## src/design/cog_params.svh

```systemverilog
// constants for the clock output gating block
// assumes a 50 MHz ref_clk; times are held in microseconds
`ifndef COG_PARAMS_SVH
`define COG_PARAMS_SVH
`define COG_CLK_MHZ 50
`define COG_CYC(us) ((us) * `COG_CLK_MHZ)
`define COG_T_ON_XT_US 600
`define COG_T_OFF_US 400
`define COG_T_ON_HF_US 2500
`define COG_T_OLD_XH_US 350
`define COG_T_LOW_XH_US 2300
`define COG_T_OLD_HX_US 300
`define COG_T_LOW_HX_US 650
`define COG_T_STOP_SHORT_US 1400
`define COG_T_STOP_LONG_US 75000
`define COG_IRQ_DLY_TICKS 9'h0A0
`define COG_XT_BIT_1024 4
`define COG_XT_BIT_64 8
`define COG_XT_BIT_1 14
`define COG_HF_STEP 16'h0ABD
`define COG_SRC_XTAL 1'b0
`define COG_SEL_32K 2'h0
`define COG_TD_4096 2'h0
`endif

```

## src/design/cog_pkg.sv

```systemverilog
// types shared by the clock output gating block
// no assumptions beyond a single clock domain
package cog_pkg;
   typedef enum logic [2:0] {
      ST_OFF, ST_ON, ST_RUN, ST_DRAIN, ST_OLD, ST_LOW, ST_SYNC
   } cog_state_t;

   typedef struct packed {
      logic directOutDisable;
      logic irqClockEnable;
      logic irqDelayEnable;
      logic offDelaySelect;
      logic offDelayEnable;
      logic sourceSelect;
      logic [1:0] xtalDividerSel;
      logic [12:0] hfDivider;
      logic [1:0] countdownClockSel;
   } cog_cfg_t;

   // one bit per wake source, also used for the mask set
   typedef struct packed {
      logic event_;
      logic alarm;
      logic countdown;
      logic update;
      logic tempHigh;
      logic tempLow;
   } cog_src_t;
endpackage : cog_pkg

```

## src/design/cog_clock_output_gating.sv

```systemverilog
// square-wave output gating with interrupt wake and source switching
// assumes cfg, events and i2cStop come from ref_clk logic; xtalIn is the
// 32768 Hz oscillator pin and is synchronised here
`include "cog_params.svh"
`timescale 1ns/100ps
`default_nettype none
// Operation
// - direct enable drives wave continuously
// - disabled and no interrupt: pin low
// - masked source sets flag, starts wave
// - clearing enable keeps running flagged output
// - flag cleared: pin low unless direct
// - optional interrupt delay 1/256 to 3/512 s
// - delay only when disabled and masked
// - no delay for countdown at 4096 Hz
// - stop off-delay 1.4 ms or 75 ms
// - stop off-delay only when enabled
// - synchronous on/off, 1024 Hz within period
// - 32768 Hz: on 600 us, off 400 us
// - hf mode: on 2.5 ms, off 400 us
// - flag gating matches direct gating timing
// - xtal to hf: old, low 2.3 ms
// - hf to xtal: old, low, next edge
// - xtal divider change takes effect immediately
// - source select; hf is (n+1)*8192 Hz
// - xtal codes: 32k, 1024, 64, 1 Hz
// - oscillator stop freezes slow outputs
module cog_clock_output_gating #(
   parameter int ON_XT_CYC = `COG_CYC(`COG_T_ON_XT_US),
   parameter int ON_HF_CYC = `COG_CYC(`COG_T_ON_HF_US),
   parameter int OFF_CYC = `COG_CYC(`COG_T_OFF_US),
   parameter int OLD_XH_CYC = `COG_CYC(`COG_T_OLD_XH_US),
   parameter int LOW_XH_CYC = `COG_CYC(`COG_T_LOW_XH_US),
   parameter int OLD_HX_CYC = `COG_CYC(`COG_T_OLD_HX_US),
   parameter int LOW_HX_CYC = `COG_CYC(`COG_T_LOW_HX_US),
   parameter int STOP_SHORT_CYC = `COG_CYC(`COG_T_STOP_SHORT_US),
   parameter int STOP_LONG_CYC = `COG_CYC(`COG_T_STOP_LONG_US)
) (
   input wire logic ref_clk,
   input wire logic rst,
   input wire cog_pkg::cog_cfg_t cfg,
   input wire cog_pkg::cog_src_t clockMask,
   input wire cog_pkg::cog_src_t irqEvents,
   input wire logic irqFlagClear,
   input wire logic i2cStop,
   input wire logic oscStop,
   input wire logic xtalIn,
   output logic clockOutPin,
   output logic irqClockFlag,
   output logic irqOut
);
   import cog_pkg::*;

   localparam int TW = 22;

   cog_state_t state_r;
   logic [TW-1:0] timer_r;
   logic [TW-1:0] stopTmr_r;
   logic gate_r, srcAct_r, clockOut_r, flag_r, irq_r;
   logic xtS1_r, xtS2_r, xtD_r, waveD_r, holdArm_r, holdRun_r;
   logic dlyNeed_r, dlyWait_r;
   logic [8:0] dlyCnt_r;
   logic [14:0] xtCnt_r;
   logic [23:0] hfAcc_r;
   logic xtRise, xtWave, wave, rise, hit, enEff, timeUp;

   function automatic logic [TW-1:0] onDly(input logic src, input logic [1:0] sel);
      if (src != `COG_SRC_XTAL) onDly = TW'(ON_HF_CYC);
      else if (sel == `COG_SEL_32K) onDly = TW'(ON_XT_CYC);
      else onDly = '0;
   endfunction : onDly

   function automatic logic [TW-1:0] offDly(input logic src, input logic [1:0] sel);
      if (src != `COG_SRC_XTAL || sel == `COG_SEL_32K) offDly = TW'(OFF_CYC);
      else offDly = '0;
   endfunction : offDly

   // oscillator pin crossing
   always_ff @(posedge ref_clk or posedge rst) begin
      if (rst) begin
         xtS1_r <= 1'b0;
         xtS2_r <= 1'b0;
         xtD_r <= 1'b0;
      end else begin
         xtS1_r <= xtalIn;
         xtS2_r <= xtS1_r;
         xtD_r <= xtS2_r;
      end
   end
   assign xtRise = xtS2_r & ~xtD_r;

   // crystal prescaler; stop freezes only the divided taps
   always_ff @(posedge ref_clk or posedge rst) begin
      if (rst) xtCnt_r <= '0;
      else if (xtRise && !oscStop) xtCnt_r <= xtCnt_r + 15'h0001;
   end

   // hf synthesised by accumulator; above half the clock it aliases
   always_ff @(posedge ref_clk or posedge rst) begin
      if (rst) hfAcc_r <= '0;
      else hfAcc_r <= hfAcc_r + 24'((32'(cfg.hfDivider) + 32'h1) * `COG_HF_STEP);
   end

   always_comb begin
      case (cfg.xtalDividerSel)
         2'h0: xtWave = xtS2_r;
         2'h1: xtWave = xtCnt_r[`COG_XT_BIT_1024];
         2'h2: xtWave = xtCnt_r[`COG_XT_BIT_64];
         default: xtWave = xtCnt_r[`COG_XT_BIT_1];
      endcase
   end
   assign wave = (srcAct_r == `COG_SRC_XTAL) ? xtWave : hfAcc_r[23];
   assign rise = wave & ~waveD_r;
   assign hit = |(irqEvents & clockMask);
   assign timeUp = (timer_r == '0);

   always_ff @(posedge ref_clk or posedge rst) begin
      if (rst) waveD_r <= 1'b0;
      else waveD_r <= wave;
   end

   // clock flag; a new hit beats a clear in the same cycle
   always_ff @(posedge ref_clk or posedge rst) begin
      if (rst) flag_r <= 1'b0;
      else if (cfg.directOutDisable && cfg.irqClockEnable && hit) flag_r <= 1'b1;
      else if (irqFlagClear) flag_r <= 1'b0;
   end

   // off delay after bus stop keeps the output alive once the flag drops
   always_ff @(posedge ref_clk or posedge rst) begin
      if (rst) begin
         holdArm_r <= 1'b0;
         holdRun_r <= 1'b0;
         stopTmr_r <= '0;
      end else begin
         if (flag_r && irqFlagClear && !hit && cfg.offDelayEnable) holdArm_r <= 1'b1;
         else if (i2cStop || flag_r) holdArm_r <= 1'b0;
         if (holdArm_r && i2cStop) begin
            holdRun_r <= 1'b1;
            stopTmr_r <= cfg.offDelaySelect ? TW'(STOP_LONG_CYC) : TW'(STOP_SHORT_CYC);
         end else if (holdRun_r) begin
            if (stopTmr_r == '0 || flag_r) holdRun_r <= 1'b0;
            else stopTmr_r <= stopTmr_r - 1'b1;
         end
      end
   end

   assign enEff = ~cfg.directOutDisable | flag_r | holdArm_r | holdRun_r;

   // on, off and source switch sequencing
   always_ff @(posedge ref_clk or posedge rst) begin
      if (rst) begin
         state_r <= ST_OFF;
         timer_r <= '0;
         gate_r <= 1'b0;
         srcAct_r <= `COG_SRC_XTAL;
      end else begin
         if (!timeUp) timer_r <= timer_r - 1'b1;
         case (state_r)
            ST_OFF: begin
               gate_r <= 1'b0;
               if (enEff) begin
                  srcAct_r <= cfg.sourceSelect;
                  timer_r <= onDly(cfg.sourceSelect, cfg.xtalDividerSel);
                  state_r <= ST_ON;
               end
            end
            ST_ON: begin
               if (!enEff) state_r <= ST_OFF;
               else if (timeUp && rise) begin
                  gate_r <= 1'b1;
                  state_r <= ST_RUN;
               end
            end
            ST_RUN: begin
               if (!enEff) begin
                  timer_r <= offDly(srcAct_r, cfg.xtalDividerSel);
                  state_r <= ST_DRAIN;
               end else if (cfg.sourceSelect != srcAct_r) begin
                  timer_r <= (srcAct_r == `COG_SRC_XTAL) ? TW'(OLD_XH_CYC) : TW'(OLD_HX_CYC);
                  state_r <= ST_OLD;
               end
            end
            ST_DRAIN: begin
               if (enEff) state_r <= ST_RUN;
               else if (timeUp && !wave) begin
                  gate_r <= 1'b0;
                  state_r <= ST_OFF;
               end
            end
            ST_OLD: begin
               if (timeUp) begin
                  gate_r <= 1'b0;
                  timer_r <= (srcAct_r == `COG_SRC_XTAL) ? TW'(LOW_XH_CYC) : TW'(LOW_HX_CYC);
                  state_r <= ST_LOW;
               end
            end
            ST_LOW: begin
               if (timeUp) begin
                  srcAct_r <= cfg.sourceSelect;
                  if (cfg.sourceSelect == `COG_SRC_XTAL) state_r <= ST_SYNC;
                  else begin
                     gate_r <= 1'b1;
                     state_r <= ST_RUN;
                  end
               end
            end
            ST_SYNC: begin
               if (rise) begin
                  gate_r <= 1'b1;
                  state_r <= ST_RUN;
               end
            end
            default: state_r <= ST_OFF;
         endcase
      end
   end

   always_ff @(posedge ref_clk or posedge rst) begin
      if (rst) clockOut_r <= 1'b0;
      else clockOut_r <= gate_r & wave;
   end

   // interrupt to the mcu, optionally held back after the clock starts
   always_ff @(posedge ref_clk or posedge rst) begin
      if (rst) begin
         dlyNeed_r <= 1'b0;
         dlyWait_r <= 1'b0;
         dlyCnt_r <= '0;
         irq_r <= 1'b0;
      end else begin
         if (cfg.directOutDisable && cfg.irqClockEnable && hit && !irq_r && !dlyWait_r) begin
            // countdown at its fastest tick has no room for a delay
            dlyNeed_r <= cfg.irqDelayEnable &&
               (|(irqEvents & clockMask & ~6'h08) ||
                cfg.countdownClockSel != `COG_TD_4096);
            dlyWait_r <= 1'b1;
            dlyCnt_r <= '0;
         end else if (dlyWait_r) begin
            if (!dlyNeed_r) begin
               irq_r <= 1'b1;
               dlyWait_r <= 1'b0;
            end else if (dlyCnt_r == `COG_IRQ_DLY_TICKS) begin
               irq_r <= 1'b1;
               dlyWait_r <= 1'b0;
            end else if (gate_r && xtRise) dlyCnt_r <= dlyCnt_r + 9'h001;
         end else if (irqFlagClear) irq_r <= 1'b0;
      end
   end

   assign clockOutPin = clockOut_r;
   assign irqClockFlag = flag_r;
   assign irqOut = irq_r;

   property p_gate_low;
      @(posedge ref_clk) disable iff (rst) !gate_r |=> !clockOut_r;
   endproperty
   a_gate_low: assert property (p_gate_low) else $error("output not low when gated");

   property p_flag_set;
      @(posedge ref_clk) disable iff (rst)
         cfg.directOutDisable && cfg.irqClockEnable && hit |=> flag_r;
   endproperty
   a_flag_set: assert property (p_flag_set) else $error("flag not set");

   property p_flag_hold;
      @(posedge ref_clk) disable iff (rst) flag_r && !irqFlagClear |=> flag_r;
   endproperty
   a_flag_hold: assert property (p_flag_hold) else $error("flag dropped");

   property p_run_stay;
      @(posedge ref_clk) disable iff (rst)
         state_r == ST_RUN && !cfg.directOutDisable && cfg.sourceSelect == srcAct_r
         |=> state_r == ST_RUN && gate_r;
   endproperty
   a_run_stay: assert property (p_run_stay) else $error("direct output stopped");

   property p_drain_off;
      @(posedge ref_clk) disable iff (rst)
         state_r == ST_DRAIN && !enEff && timeUp && !wave |=> state_r == ST_OFF ##1 !clockOut_r;
   endproperty
   a_drain_off: assert property (p_drain_off) else $error("turn-off not synchronous");

   property p_old_low;
      @(posedge ref_clk) disable iff (rst)
         state_r == ST_OLD && timeUp |=> state_r == ST_LOW && !gate_r ##1 !clockOut_r;
   endproperty
   a_old_low: assert property (p_old_low) else $error("switch low phase missing");

   property p_sync_wait;
      @(posedge ref_clk) disable iff (rst)
         state_r == ST_SYNC && !rise |=> state_r == ST_SYNC && !gate_r;
   endproperty
   a_sync_wait: assert property (p_sync_wait) else $error("left sync before edge");

   property p_osc_freeze;
      @(posedge ref_clk) disable iff (rst) oscStop |=> $stable(xtCnt_r);
   endproperty
   a_osc_freeze: assert property (p_osc_freeze) else $error("prescaler ran while stopped");

   property p_no_delay;
      @(posedge ref_clk) disable iff (rst)
         dlyWait_r && !dlyNeed_r |=> irq_r;
   endproperty
   a_no_delay: assert property (p_no_delay) else $error("interrupt delayed wrongly");
endmodule : cog_clock_output_gating
`default_nettype wire

```

## config.mk

```make
export PLATFORM = sky130hd
export DESIGN_NAME = cog_clock_output_gating
export DESIGN_NICKNAME = d
export VERILOG_FILES = /design/src/design/cog_pkg.sv /design/src/design/cog_clock_output_gating.sv
export VERILOG_INCLUDE_DIRS = /design/src /design/src/design
export SDC_FILE = /design/constraint.sdc
export NUM_CORES = 1
export LEC_CHECK = 0
export BUFFER_PORTS_ARGS = -buffer_cell sky130_fd_sc_hd__buf_2
export CAP_MARGIN = 20
export CORE_ASPECT_RATIO = 1.25
export CORE_UTILIZATION = 30
export DETAILED_ROUTE_END_ITERATION = 10
export GPL_TIMING_DRIVEN = 0
export MAX_ROUTING_LAYER = met4
export PLACE_DENSITY_LB_ADDON = 0.25
export SYNTH_ARGS = -nofsm -noshare
export SYNTH_HDL_FRONTEND = slang
export SYNTH_SLANG_ARGS = --single-unit
```

## constraint.sdc

```tcl
create_clock -name ref_clk -period 5.62 [get_ports ref_clk]
set_clock_uncertainty 0.1 [all_clocks]
set_input_delay 1.124 -clock ref_clk [delete_from_list [all_inputs] [get_ports ref_clk]]
set_output_delay 1.124 -clock ref_clk [all_outputs]
set_load 0.05 [all_outputs]
```

# After elaboration in Yosys (flattened, before gate mapping)
# Index checks and enable logic that the tools add are counted.
word_totals:
  output_inout_bits: 3
  reg_bits: 108
  input_bits: 41
  word_cells: 166
classes:
  muxes: 60
  n_eq_ne: 25
  bitwise_logic: 11
  mul: 1
  reduce_logical: 44
  addsub: 6
ops:
  columns: ["op", "n"]
  rows:
  - ["two-way mux 22 bit", 9]
  - ["one-hot mux 22 bit (3 select lines)", 1]
  - ["two-way mux 15 bit", 3]
  - ["two-way mux 9 bit", 5]
  - ["zero test 22 bit", 2]
  - ["subtractor 22 x 1 -> 22 bit (second input constant)", 2]
  - ["two-way mux 17 bit", 2]
  - ["two-way mux 3 bit", 11]
  - ["two-way mux 1 bit", 25]
  - ["adder 24 bit", 1]
  - ["multiplier 14 x 12 -> 24 bit (second input constant)", 1]
  - ["inequality test 2 bit (second input constant)", 11]
  - ["one-hot mux 3 bit (7 select lines)", 1]
  - ["nonzero test 2 bit", 9]
  - ["adder 15 x 1 -> 15 bit (second input constant)", 1]
  - ["adder 13 x 1 -> 14 bit (second input constant)", 1]
  - ["logical AND 1 bit", 13]
  - ["adder 9 x 1 -> 9 bit (second input constant)", 1]
  - ["equality test 3 bit (second input constant)", 3]
  - ["equality test 9 x 8 -> 1 bit (second input constant)", 1]
  - ["inequality test 3 bit (second input constant)", 3]
  - ["AND reduction 9 bit", 1]
  - ["AND reduction 7 bit", 1]
  - ["bitwise AND 6 bit", 1]
  - ["22 further kinds", 38]

# Logic depth before layout (Yosys ltp)
# Gate-level depths: netlist (run 1).
logic_depth:
  word_depth: 8
  mapped_depth: 23
  ltp_nobuf: 23

# Worst setup path before layout (run 1)
# OpenSTA, ideal clock, no wires.
synth_path:
  path_kind: "in2reg"
  from: "input port cfg[2] (netlist name)"
  to: "register hfAcc_r[22]"
  path_slack_ns: -1.152
  stages: 23
  n_path_buf: 0
  t_required_ns: 5.393
  t_arrival_ns: 6.544
  setup_time_ns: 0.127
  path_cell_list: "ha_1 nand2_1 nor2_1 nand2_1 xor2_1 clkinv_1 ha_1 inv_1 fa_1 inv_1 fa_1 fa_1 inv_1 fa_1 inv_1 ha_1 and4_1 and3_1 a211oi_1 a31oi_1 o41ai_1 or3_1 nand3_1"
synth_via:
  elab_chain_cells: 3
synth_lines:
  columns: ["item", "line_no", "text"]
  rows:
  - ["from (decl)", "cog_clock_output_gating.sv:41", "input wire cog_pkg::cog_cfg_t cfg,"]
  - ["adder 13 x 1 -> 14 bit", "cog_clock_output_gating.sv:101", "else hfAcc_r <= hfAcc_r + 24'((32'(cfg.hfDivider) + 32'h1) * `COG_HF_STEP);"]
  - ["multiplier 14 x 12 -> 24 bit (no line)", null, null]
  - ["adder 24 bit", "cog_clock_output_gating.sv:101", null]
  - ["to (signal assigned)", "cog_clock_output_gating.sv:101", null]
  - ["to (decl)", "cog_clock_output_gating.sv:64", "logic [23:0] hfAcc_r;"]
# No other way between the ends.
# A chain may end at the register's enable or synchronous reset.

# Final worst setup path (run 1)
layout_path:
  from: "input port cfg[3] (netlist name)"
  to: "register hfAcc_r[20]"
# Same word-level chain as after synthesis.

==> reports/metrics.yaml, run 1 <==
outcome:
  outcome: "complete, but fails checks"
  failed_checks: "setup timing"
cts:
  clk_pin_slew_ps: 80
  clk_path_buf_depth: 2
  insertion_delay_ps: 360
  clockRootBuffer: "clkbuf_16"
  cts_buffers: 9
  htree_levels: 3
  clock-sinks: 108
  cts_tree: "built"
cells_and_area:
  post_route_cells_drive_above_1_share: 0.223
  n_antenna_cell: 0
  final_net_count: 1348
  final_core_util: 0.391
  filler_cell_count: 3079
  areaGrowthSynthToFinish_pct: 27.0
hold_path:
  hold_path_class: "flop to flop"
  hold_start: "xtS1_r$_DFF_PP0_"
die:
  initial_core_util: 0.308
  io-pin-count: 44
  dieArea_mm2: 0.0328
  num_rows: 72
  design.core.area_mm2: 0.0313
  dieHeight_um: 202
  die_w_um: 162
global_routing:
  grt_pass1_wl_um: 39500
  overflow: 0
  antenna_found_initial: 0
  grtUsageTotal: 0.156
  grt_pass1_vias: 7783
  grt_max_degree: 96
sta:
  slew_headroom: 0.308
  worst_slack_ps: -286
  drv_slew: 0
  hold_viol: 0
  setup_violations: 7
  fmax_ghz: 0.169
  rsz0062_at_grt: "yes"
  tightest_slew_ps: 1030
  layout_min_cycle_time_ps: 5910
  finalCritPeriodShare: 1.05
routing:
  drt-initial-drc-count: 344
  wl_um: 24000
  postRouteAntennaNets: 0
  drt-met1-wl_um: 9860
  drcViolationCount: 0
  dr_wl_met2_um: 13200
  firstDrtPassIters: 5
  wl_per_cell_um: 15.4
  met3_length_um: 443
  viasPerCell: 4.81
  highest_layer: "met4"
  vias: 7479
logic_synthesis:
  async_flop_share: 1.00
  synth.net_count: 1228
  synth_top_area_share: 0.281
  seq_area_frac_synth: 0.281
  synth_flop_cell: "dfrtp_1"
  netlist_instances: 1024
  ys_warn_count: 0
  synth_common_cells: "inv_1 (156), dfrtp_1 (108), ha_1 (94), nor2_1 (87), fa_1 (69)"
  synth_most_common_cell: "inv_1"
  synth_area_mm2: 0.00961
  ys_seq_elements: 108
  netlist-cell-type-count: 71
  synth.top_cells.by_area: "dfrtp_1 (28%), fa_1 (14%), ha_1 (12%)"
  synth_edf_count: 0
  syn_avg_cell_area_um2: 9.39
  synth_top_cell_by_area: "dfrtp_1"
worst_setup_path:
  critPathKind: "primary input to flop"
  critPathMaxFanout: 5
  required_ps: 5810
  cp-start-kind: "primary input"
  crit_path_end_kind: "flop"
  rr_startpoint: "hfAcc_r[9]$_DFF_PP0_"
  startpoint: "cfg[3]"
  cp.arrival_ps: 6090
placed_design:
  hpwlAfterDp_um: 18200
  pre_cts_slack_ps: -1730
  io_buffers: 42
  place_congestion: 0.885
run:
  maxCapViolations: 0
-- state kept, by name, indices dropped and copies added (netlist names) --
name,count
clockOutPin,1
dlyCnt_r,9
dlyNeed_r,1
dlyWait_r,1
gate_r,1
hfAcc_r,24
holdArm_r,1
holdRun_r,1
irqClockFlag,1
irqOut,1
srcAct_r,1
state_r,3
stopTmr_r,22
timer_r,22
waveD_r,1
xtCnt_r,15
xtD_r,1
xtS1_r,1
xtS2_r,1
-- cells by family (layout without fill, tap and decap cells) --
| family | count (synthesis) | in the layout | share of synthesized area |
|---|---|---|---|
| AOI/OAI and AO/OA | 155 | 155 | 0.107 |
| xor gates and xnor gates | 113 | 113 | 0.103 |
| adders and majority gates | 167 | 167 | 0.270 |
| buffers and inverters | 181 | 306 | 0.0728 |
| DFF | 108 | 108 | 0.281 |
| muxes | 9 | 9 | 0.0111 |
| and+or+nand+nor | 291 | 291 | 0.155 |
-- layer usage --
layer,global-route usage,vias to the layer above
met5,-,-
met4,0.0414,0
met3,0.0193,28
met2,0.289,87
met1,0.175,3704
li1,-,3660
-- final timing paths --
kind	depth (start not counted)	slack, ps	endpoint
hold / removal	0	260	xtS2_r$_DFF_PP0_
max in group asynchronous	3	4130	timer_r[6]$_DFF_PP0_
setup / recovery	26	-290	hfAcc_r[20]$_DFF_PP0_
hold reg to reg	0	260	xtS2_r$_DFF_PP0_
setup reg to reg	15	1220	hfAcc_r[20]$_DFF_PP0_
min in group asynchronous	2	570	hfAcc_r[5]$_DFF_PP0_
-- stage by stage --
step / instances / TNS, ps / area [µm²] / hold slack, ps
final: 1556 / -1530 / 12200 / 260
after global routing: 1556 / -2910 / 12200 / 295
after CTS: 1541 / -1670 / 11900 / 264
after detailed placement: 1474 / -15150 / 10600 / 247
after global placement: 1473 / -17450 / 10600 / 243
after floorplan: 1024 / -3780 / 9870 / 231
-- timing repair --
action                     CTS  global route
cloned                       0             0
setup endpoints to repair   14            12
hold endpoints to repair     0             0
pin swaps                   71            30
setup buffers               51            14
hold buffers                 0             0
gates resized for setup     95            40
-- area by class of cell --
cell class | count | area [µm²] | area share
Clock inverter | 7 | 106 | 0.00871
Sequential cell | 108 | 2700 | 0.221
Clock buffer | 9 | 225 | 0.0184
Timing Repair Buffer | 109 | 908 | 0.0744
Tap cell | 407 | 509 | 0.0417
Inverter | 159 | 613 | 0.0502
Multi-Input combinational cell | 735 | 7050 | 0.577
Buffer | 22 | 103 | 0.00840
-- critical path, stage by stage --
cell and delay [ps]:
buf_12 90, ha_4 150, buf_4 120, nand2_4 60, nor2_4 160, nand2_4 80, xor2_4 200, clkinv_4 110
ha_4 280, inv_2 40, fa_1 490, inv_2 40, fa_1 450, fa_1 500, inv_1 50, fa_1 490
inv_2 50, ha_4 230, and4_4 190, and3_4 150, a211oi_4 290, a31oi_4 150, o41ai_2 210, buf_4 170
buf_4 100, xnor2_1 100
-- cell usage in the layout (no fill, tap or decap), drive strengths merged, types with 3 or more instances in the layout --
master	count
nand2b	11
a21oi	41
ha	94
or2	4
xor2	45
and2	3
o21ai	32
a31oi	6
mux2	3
nand2	55
buf	114
a211oi	8
dfrtp	108
a211o	5
o21a	4
a21o	20
maj3	4
nand4	9
nor4	11
xnor2	68
nand3	30
or4	6
or3	10
nor3	29
fa	69
clkbuf	26
and4	7
nor2b	8
a22o	3
nor3b	3
and3	8
o21bai	6
o311ai	3
o211ai	5
mux2i	5
inv	159
clkinv	4
nor2	88
Power of run 1 is not shown: default switching activity piles up to over one toggle a cycle in this logic, so the estimate is an artifact.
==> run 2: changes to the inputs <==
- ABC_AREA: unset -> 1
- CORE_MARGIN: unset -> 2
==> reports/metrics.yaml, run 2 <==
placed_design:
  hpwlAfterDp_um: 20700
  place_congestion: 0.888
  io_buffers: 43
  placed_area_mm2: 0.0114
logic_synthesis:
  ys_warn_count: 0
  synth_edf_count: 0
  synth_compound_area_frac: 0.0782
  synth.net_count: 1514
  ys_seq_elements: 108
  synth_flop_cell: "dfrtp_1"
  synth_common_cells: "inv_1 (267), nand2_1 (234), nor2_1 (132), dfrtp_1 (108), ha_1 (94)"
  synth_area_mm2: 0.0104
  synth_mux_area_frac: 0
  synth_top_family_by_area: "adder cells"
  netlist_instances: 1310
  async_flop_share: 1.00
  synthAdderAreaFrac: 0.246
  synth_top_area_share: 0.260
  yosys.area_share.simple: 0.232
  syn_avg_cell_area_um2: 7.94
  synth_xor_area_frac: 0.0756
  synth_most_common_cell: "inv_1"
  seq_area_frac_synth: 0.260
  netlist-cell-type-count: 58
  synth_top_cell_by_area: "dfrtp_1"
  synth.top_cells.by_area: "dfrtp_1 (26%), fa_1 (13%), ha_1 (11%)"
die:
  num_rows: 76
  design.core.area_mm2: 0.0343
  io-pin-count: 44
  die_w_um: 171
  dieHeight_um: 212
  dieArea_mm2: 0.0362
  initial_core_util: 0.303
cells_and_area:
  post_route_cells_drive_above_1_share: 0.196
  final_net_count: 1612
  largest_register: "hfAcc_r"
  areaGrowthSynthToFinish_pct: 22.7
  final_cell_mix: "inv_1 (249), nand2_1 (223), nor2_1 (120), dfrtp_1 (108), ha_1 (72)"
  reg_top3: "hfAcc_r: 24 flops, stopTmr_r: 22 flops, timer_r: 22 flops"
  design_area_mm2: 0.0128
  final_common_cell: "inv_1"
  largest_register_ffs: 24
sta:
  fmax_ghz: 0.177
  setup_violations: 3
  whs_ps: 265
  hold_viol: 0
  setup_tns_ps: -69.2
  rsz0062_at_grt: "yes"
  layout_min_cycle_time_ps: 5650
  drv_slew: 0
  tightest_slew_ps: 575
  finalCritPeriodShare: 1.01
  worst_slack_ps: -31.7
  slew_headroom: 0.617
worst_setup_path:
  crit_path_end_kind: "flop"
  rr_startpoint: "hfAcc_r[8]$_DFF_PP0_"
  startpoint: "cfg[2]"
  regToRegSetupSlack_ps: 1620
  r2r-end: "hfAcc_r[22]$_DFF_PP0_"
  required_ps: 5820
  cp.arrival_ps: 5860
  reg2regPathDepth: 14
  critPathKind: "primary input to flop"
  critPathMaxFanout: 5
  cp-start-kind: "primary input"
routing:
  wl_um: 25900
  wl_per_cell_um: 13.8
  vias: 8456
  postRouteAntennaNets: 0
  drt-initial-drc-count: 317
  firstDrtPassIters: 5
  viasPerCell: 4.49
  drcViolationCount: 0
cts:
  htree_levels: 3
  cts_buffers: 9
  clockRootBuffer: "clkbuf_16"
  insertion_delay_ps: 380
  clk_pin_slew_ps: 80
  clock-sinks: 108
  hold_buffers: 0
  cts_tree: "built"
  clk_path_buf_depth: 2
hold_path:
  min_to: "xtS2_r$_DFF_PP0_"
  min_path_cells: 0
  hold_path_class: "flop to flop"
  hold_start: "xtS1_r$_DFF_PP0_"
global_routing:
  grt_pass1_wl_um: 43600
  grt_max_degree: 58
  overflow: 0
  grt_pass1_vias: 8961
  grtUsageTotal: 0.158
  antenna_found_initial: 1
outcome:
  failed_checks: "setup timing"
  outcome: "complete, but fails checks"
run:
  maxCapViolations: 0
[run 2: metal layers]
metal  share of wire  vias up  routed length, µm  GRT usage
li1                -     4295                  -          -
met1            0.41     4015              10600      0.173
met2            0.53       99              13800      0.285
met3           0.020       47                524     0.0214
met4           0.038        0                976     0.0675
met5               0        -                  0          -
[run 2: timing repair]
action	in CTS	in global routing
setup buffers	28	15
gates resized for setup	72	72
cloned	0	0
endpoints found under the setup margin	14	12
pin swaps	43	55
endpoints found under the hold margin	0	0
[run 2: critical path, cell delays in order]
cell      delay [ps]
buf_8             80
ha_4             140
nand3_4           80
nor2_4           150
nand3_4          130
clkinv_4         100
nand3_4           70
xor2_2           180
buf_6            170
inv_4             40
ha_4             260
inv_2             50
fa_1             490
inv_2             40
fa_1             470
fa_1             510
inv_1             60
fa_1             500
inv_2             50
ha_4             320
nand2_4           80
o21ai_4          170
a21oi_4           70
o21ai_4          240
nand2_1           80
nand2_1           70
xor2_1           140
[run 2: worst max path at each step]
stage	to	slack, ps	cells past startpoint
after detailed placement	hfAcc_r[22]$_DFF_PP0_	-1000	22
after global routing	hfAcc_r[21]$_DFF_PP0_	-220	27
final	hfAcc_r[21]$_DFF_PP0_	-30	27
after floorplan	hfAcc_r[21]$_DFF_PP0_	-40	26
after global placement	hfAcc_r[22]$_DFF_PP0_	-980	22
after CTS	hfAcc_r[20]$_DFF_PP0_	-8	24
[run 2: stage by stage]
stage	std cells	util	setup WS, ps
after floorplan	1310	-	-35.6
final	1883	0.372	-31.7
after global routing	1882	0.372	-220
after global placement	1821	0.331	-978
after detailed placement	1822	0.332	-997
after CTS	1866	0.359	-8.21
[run 2: cell families after synthesis]
kind of cell / Yosys count
and+or+nand+nor: 531
DFF: 108
xor gates and xnor gates: 85
adders and majority gates: 163
buffers and inverters: 290
AOI/OAI and AO/OA: 133
[run 2: cell type report]
| type | count | area [µm²] |
|---|---|---|
| Antenna cell | 2 | 5.00 |
| Buffer | 10 | 67.6 |
| Clock buffer | 9 | 225 |
| Clock inverter | 7 | 86.3 |
| Fill cell | 3572 | 21600 |
| Inverter | 280 | 1070 |
| Multi-Input combinational cell | 912 | 7360 |
| Sequential cell | 108 | 2700 |
| Tap cell | 468 | 586 |
| Timing Repair Buffer | 87 | 658 |
Power of run 2 is left out for the same reason.
==> run 3: changes to the inputs <==
- CORE_MARGIN: 2 -> 5
- SETUP_SLACK_MARGIN: unset -> 0.5
==> reports/metrics.yaml, run 3 (synthesis results as in run 2) <==
global_routing:
  antenna_found_initial: 0
  grt_pass1_wl_um: 43900
  grt_pass1_vias: 8916
  grtUsageTotal: 0.145
  grt_max_degree: 87
  overflow: 0
die:
  dieArea_mm2: 0.0385
  design.core.area_mm2: 0.0343
  initial_core_util: 0.303
  die_w_um: 177
  io-pin-count: 44
  dieHeight_um: 218
  num_rows: 76
worst_setup_path:
  crit_path_end_kind: "flop"
  critPathKind: "primary input to flop"
  critPathMaxFanout: 7
  crit_family: "adder cells"
  cp-start-kind: "primary input"
  cp.buffers_inverters: 8
  critical_path.most_common_cell: "inv_2"
  cp.arrival_ps: 5840
  required_ps: 5810
  cp_slowest_cell: "fa_2"
  critPathMaxStageDelay_ps: 530
  regToRegSetupSlack_ps: 1660
cells_and_area:
  design_area_mm2: 0.0128
  post_route_cells_drive_above_1_share: 0.202
  reg_top3: "hfAcc_r: 24 flops, stopTmr_r: 22 flops, timer_r: 22 flops"
  areaGrowthSynthToFinish_pct: 23.4
  final_common_cell: "inv_1"
  largest_register_ffs: 24
  n_antenna_cell: 0
  final_cell_mix: "inv_1 (247), nand2_1 (220), nor2_1 (121), dfrtp_1 (108)"
  fin_cells: 1878
  largest_register: "hfAcc_r"
  final_net_count: 1609
routing:
  vias: 8485
  viasPerCell: 4.52
  drcViolationCount: 0
  wl_um: 26400
  highest_layer: "met4"
  postRouteAntennaNets: 0
  drt-initial-drc-count: 542
  dr_wl_met2_um: 13800
  wl_per_cell_um: 14.0
  drt-met1-wl_um: 10800
  firstDrtPassIters: 5
  met3_length_um: 616
sta:
  slew_headroom: 0.602
  rsz0062_at_grt: "yes"
  hold_viol: 0
  setup_violations: 4
  finalCritPeriodShare: 1.01
  fmax_ghz: 0.177
  layout_min_cycle_time_ps: 5650
  worst_slack_ps: -31.3
  whs_ps: 271
  drv_slew: 0
  tightest_slew_ps: 598
cts:
  clk_pin_slew_ps: 80
  clock-sinks: 108
  clk_path_buf_depth: 2
  hold_buffers: 0
  clockRootBuffer: "clkbuf_16"
  cts_buffers: 9
  cts_tree: "built"
  insertion_delay_ps: 370
  htree_levels: 3
placed_design:
  hpwlAfterDp_um: 21100
  pre_cts_slack_ps: -909
  placed_area_mm2: 0.0115
  io_buffers: 43
  dp_cells: 1822
  place_congestion: 0.909
hold_path:
  hold_path_class: "flop to flop"
run:
  maxCapViolations: 0
outcome:
  failed_checks: "setup timing"
  outcome: "complete, but fails checks"
[run 3: cell types whose count changed in the layout (fill, tap and decap cells not counted), moves of 3 or more]
cell / before / now
buf_12: 4 / 1
buf_4: 38 / 33
buf_6: 7 / 12
ha_1: 72 / 67
ha_4: 21 / 25
inv_4: 2 / 5
nand2_1: 223 / 220
xor2_1: 51 / 54
xor2_2: 6 / 1
[run 3: what timing repair did]
action                     4_1_cts  5_1_grt
setup endpoints to repair       16       17
cloned                           0        0
gates resized for setup         75       68
pin swaps                       38       36
buffers inserted                22       18
[run 3: layout make-up]
type	instances	area, µm²
multi-input combinational	912	7470
timing repair buffer	84	604
fill	3540	21500
inverter	280	1070
clock inverter	7	108
buffer	10	67.6
sequential	108	2700
tap	468	586
clock buffer	9	225
[run 3: path summary, 6_finish.rpt]
check / startpoint / endpoint / depth (start not counted)
worst max register to register: hfAcc_r[8]$_DFF_PP0_ / hfAcc_r[21]$_DFF_PP0_ / 16
worst min register to register: xtS1_r$_DFF_PP0_ / xtS2_r$_DFF_PP0_ / 0
max in group asynchronous: rst / timer_r[15]$_DFF_PP0_ / 3
min in group asynchronous: rst / stopTmr_r[6]$_DFFE_PP0P_ / 2
worst max-delay path: cfg[7] / hfAcc_r[21]$_DFF_PP0_ / 26
worst min-delay path: xtS1_r$_DFF_PP0_ / xtS2_r$_DFF_PP0_ / 0
[run 3: per-stage QoR]
stage | setup TNS [ps] | utilization
detailed placement | -8730 | 0.334
global placement | -45790 | 0.333
finish | -64.4 | 0.374
floorplan | -34.9 | -
global route | -1350 | 0.374
CTS | -49.5 | 0.360
[run 3: layer usage]
layer / global-route usage / vias to the layer above
met2: 0.261 / 109
met3: 0.0196 / 60
met4: 0.0658 / 0
met5: - / -
li1: - / 4290
met1: 0.160 / 4026
Power of run 3 is left out for the same reason.
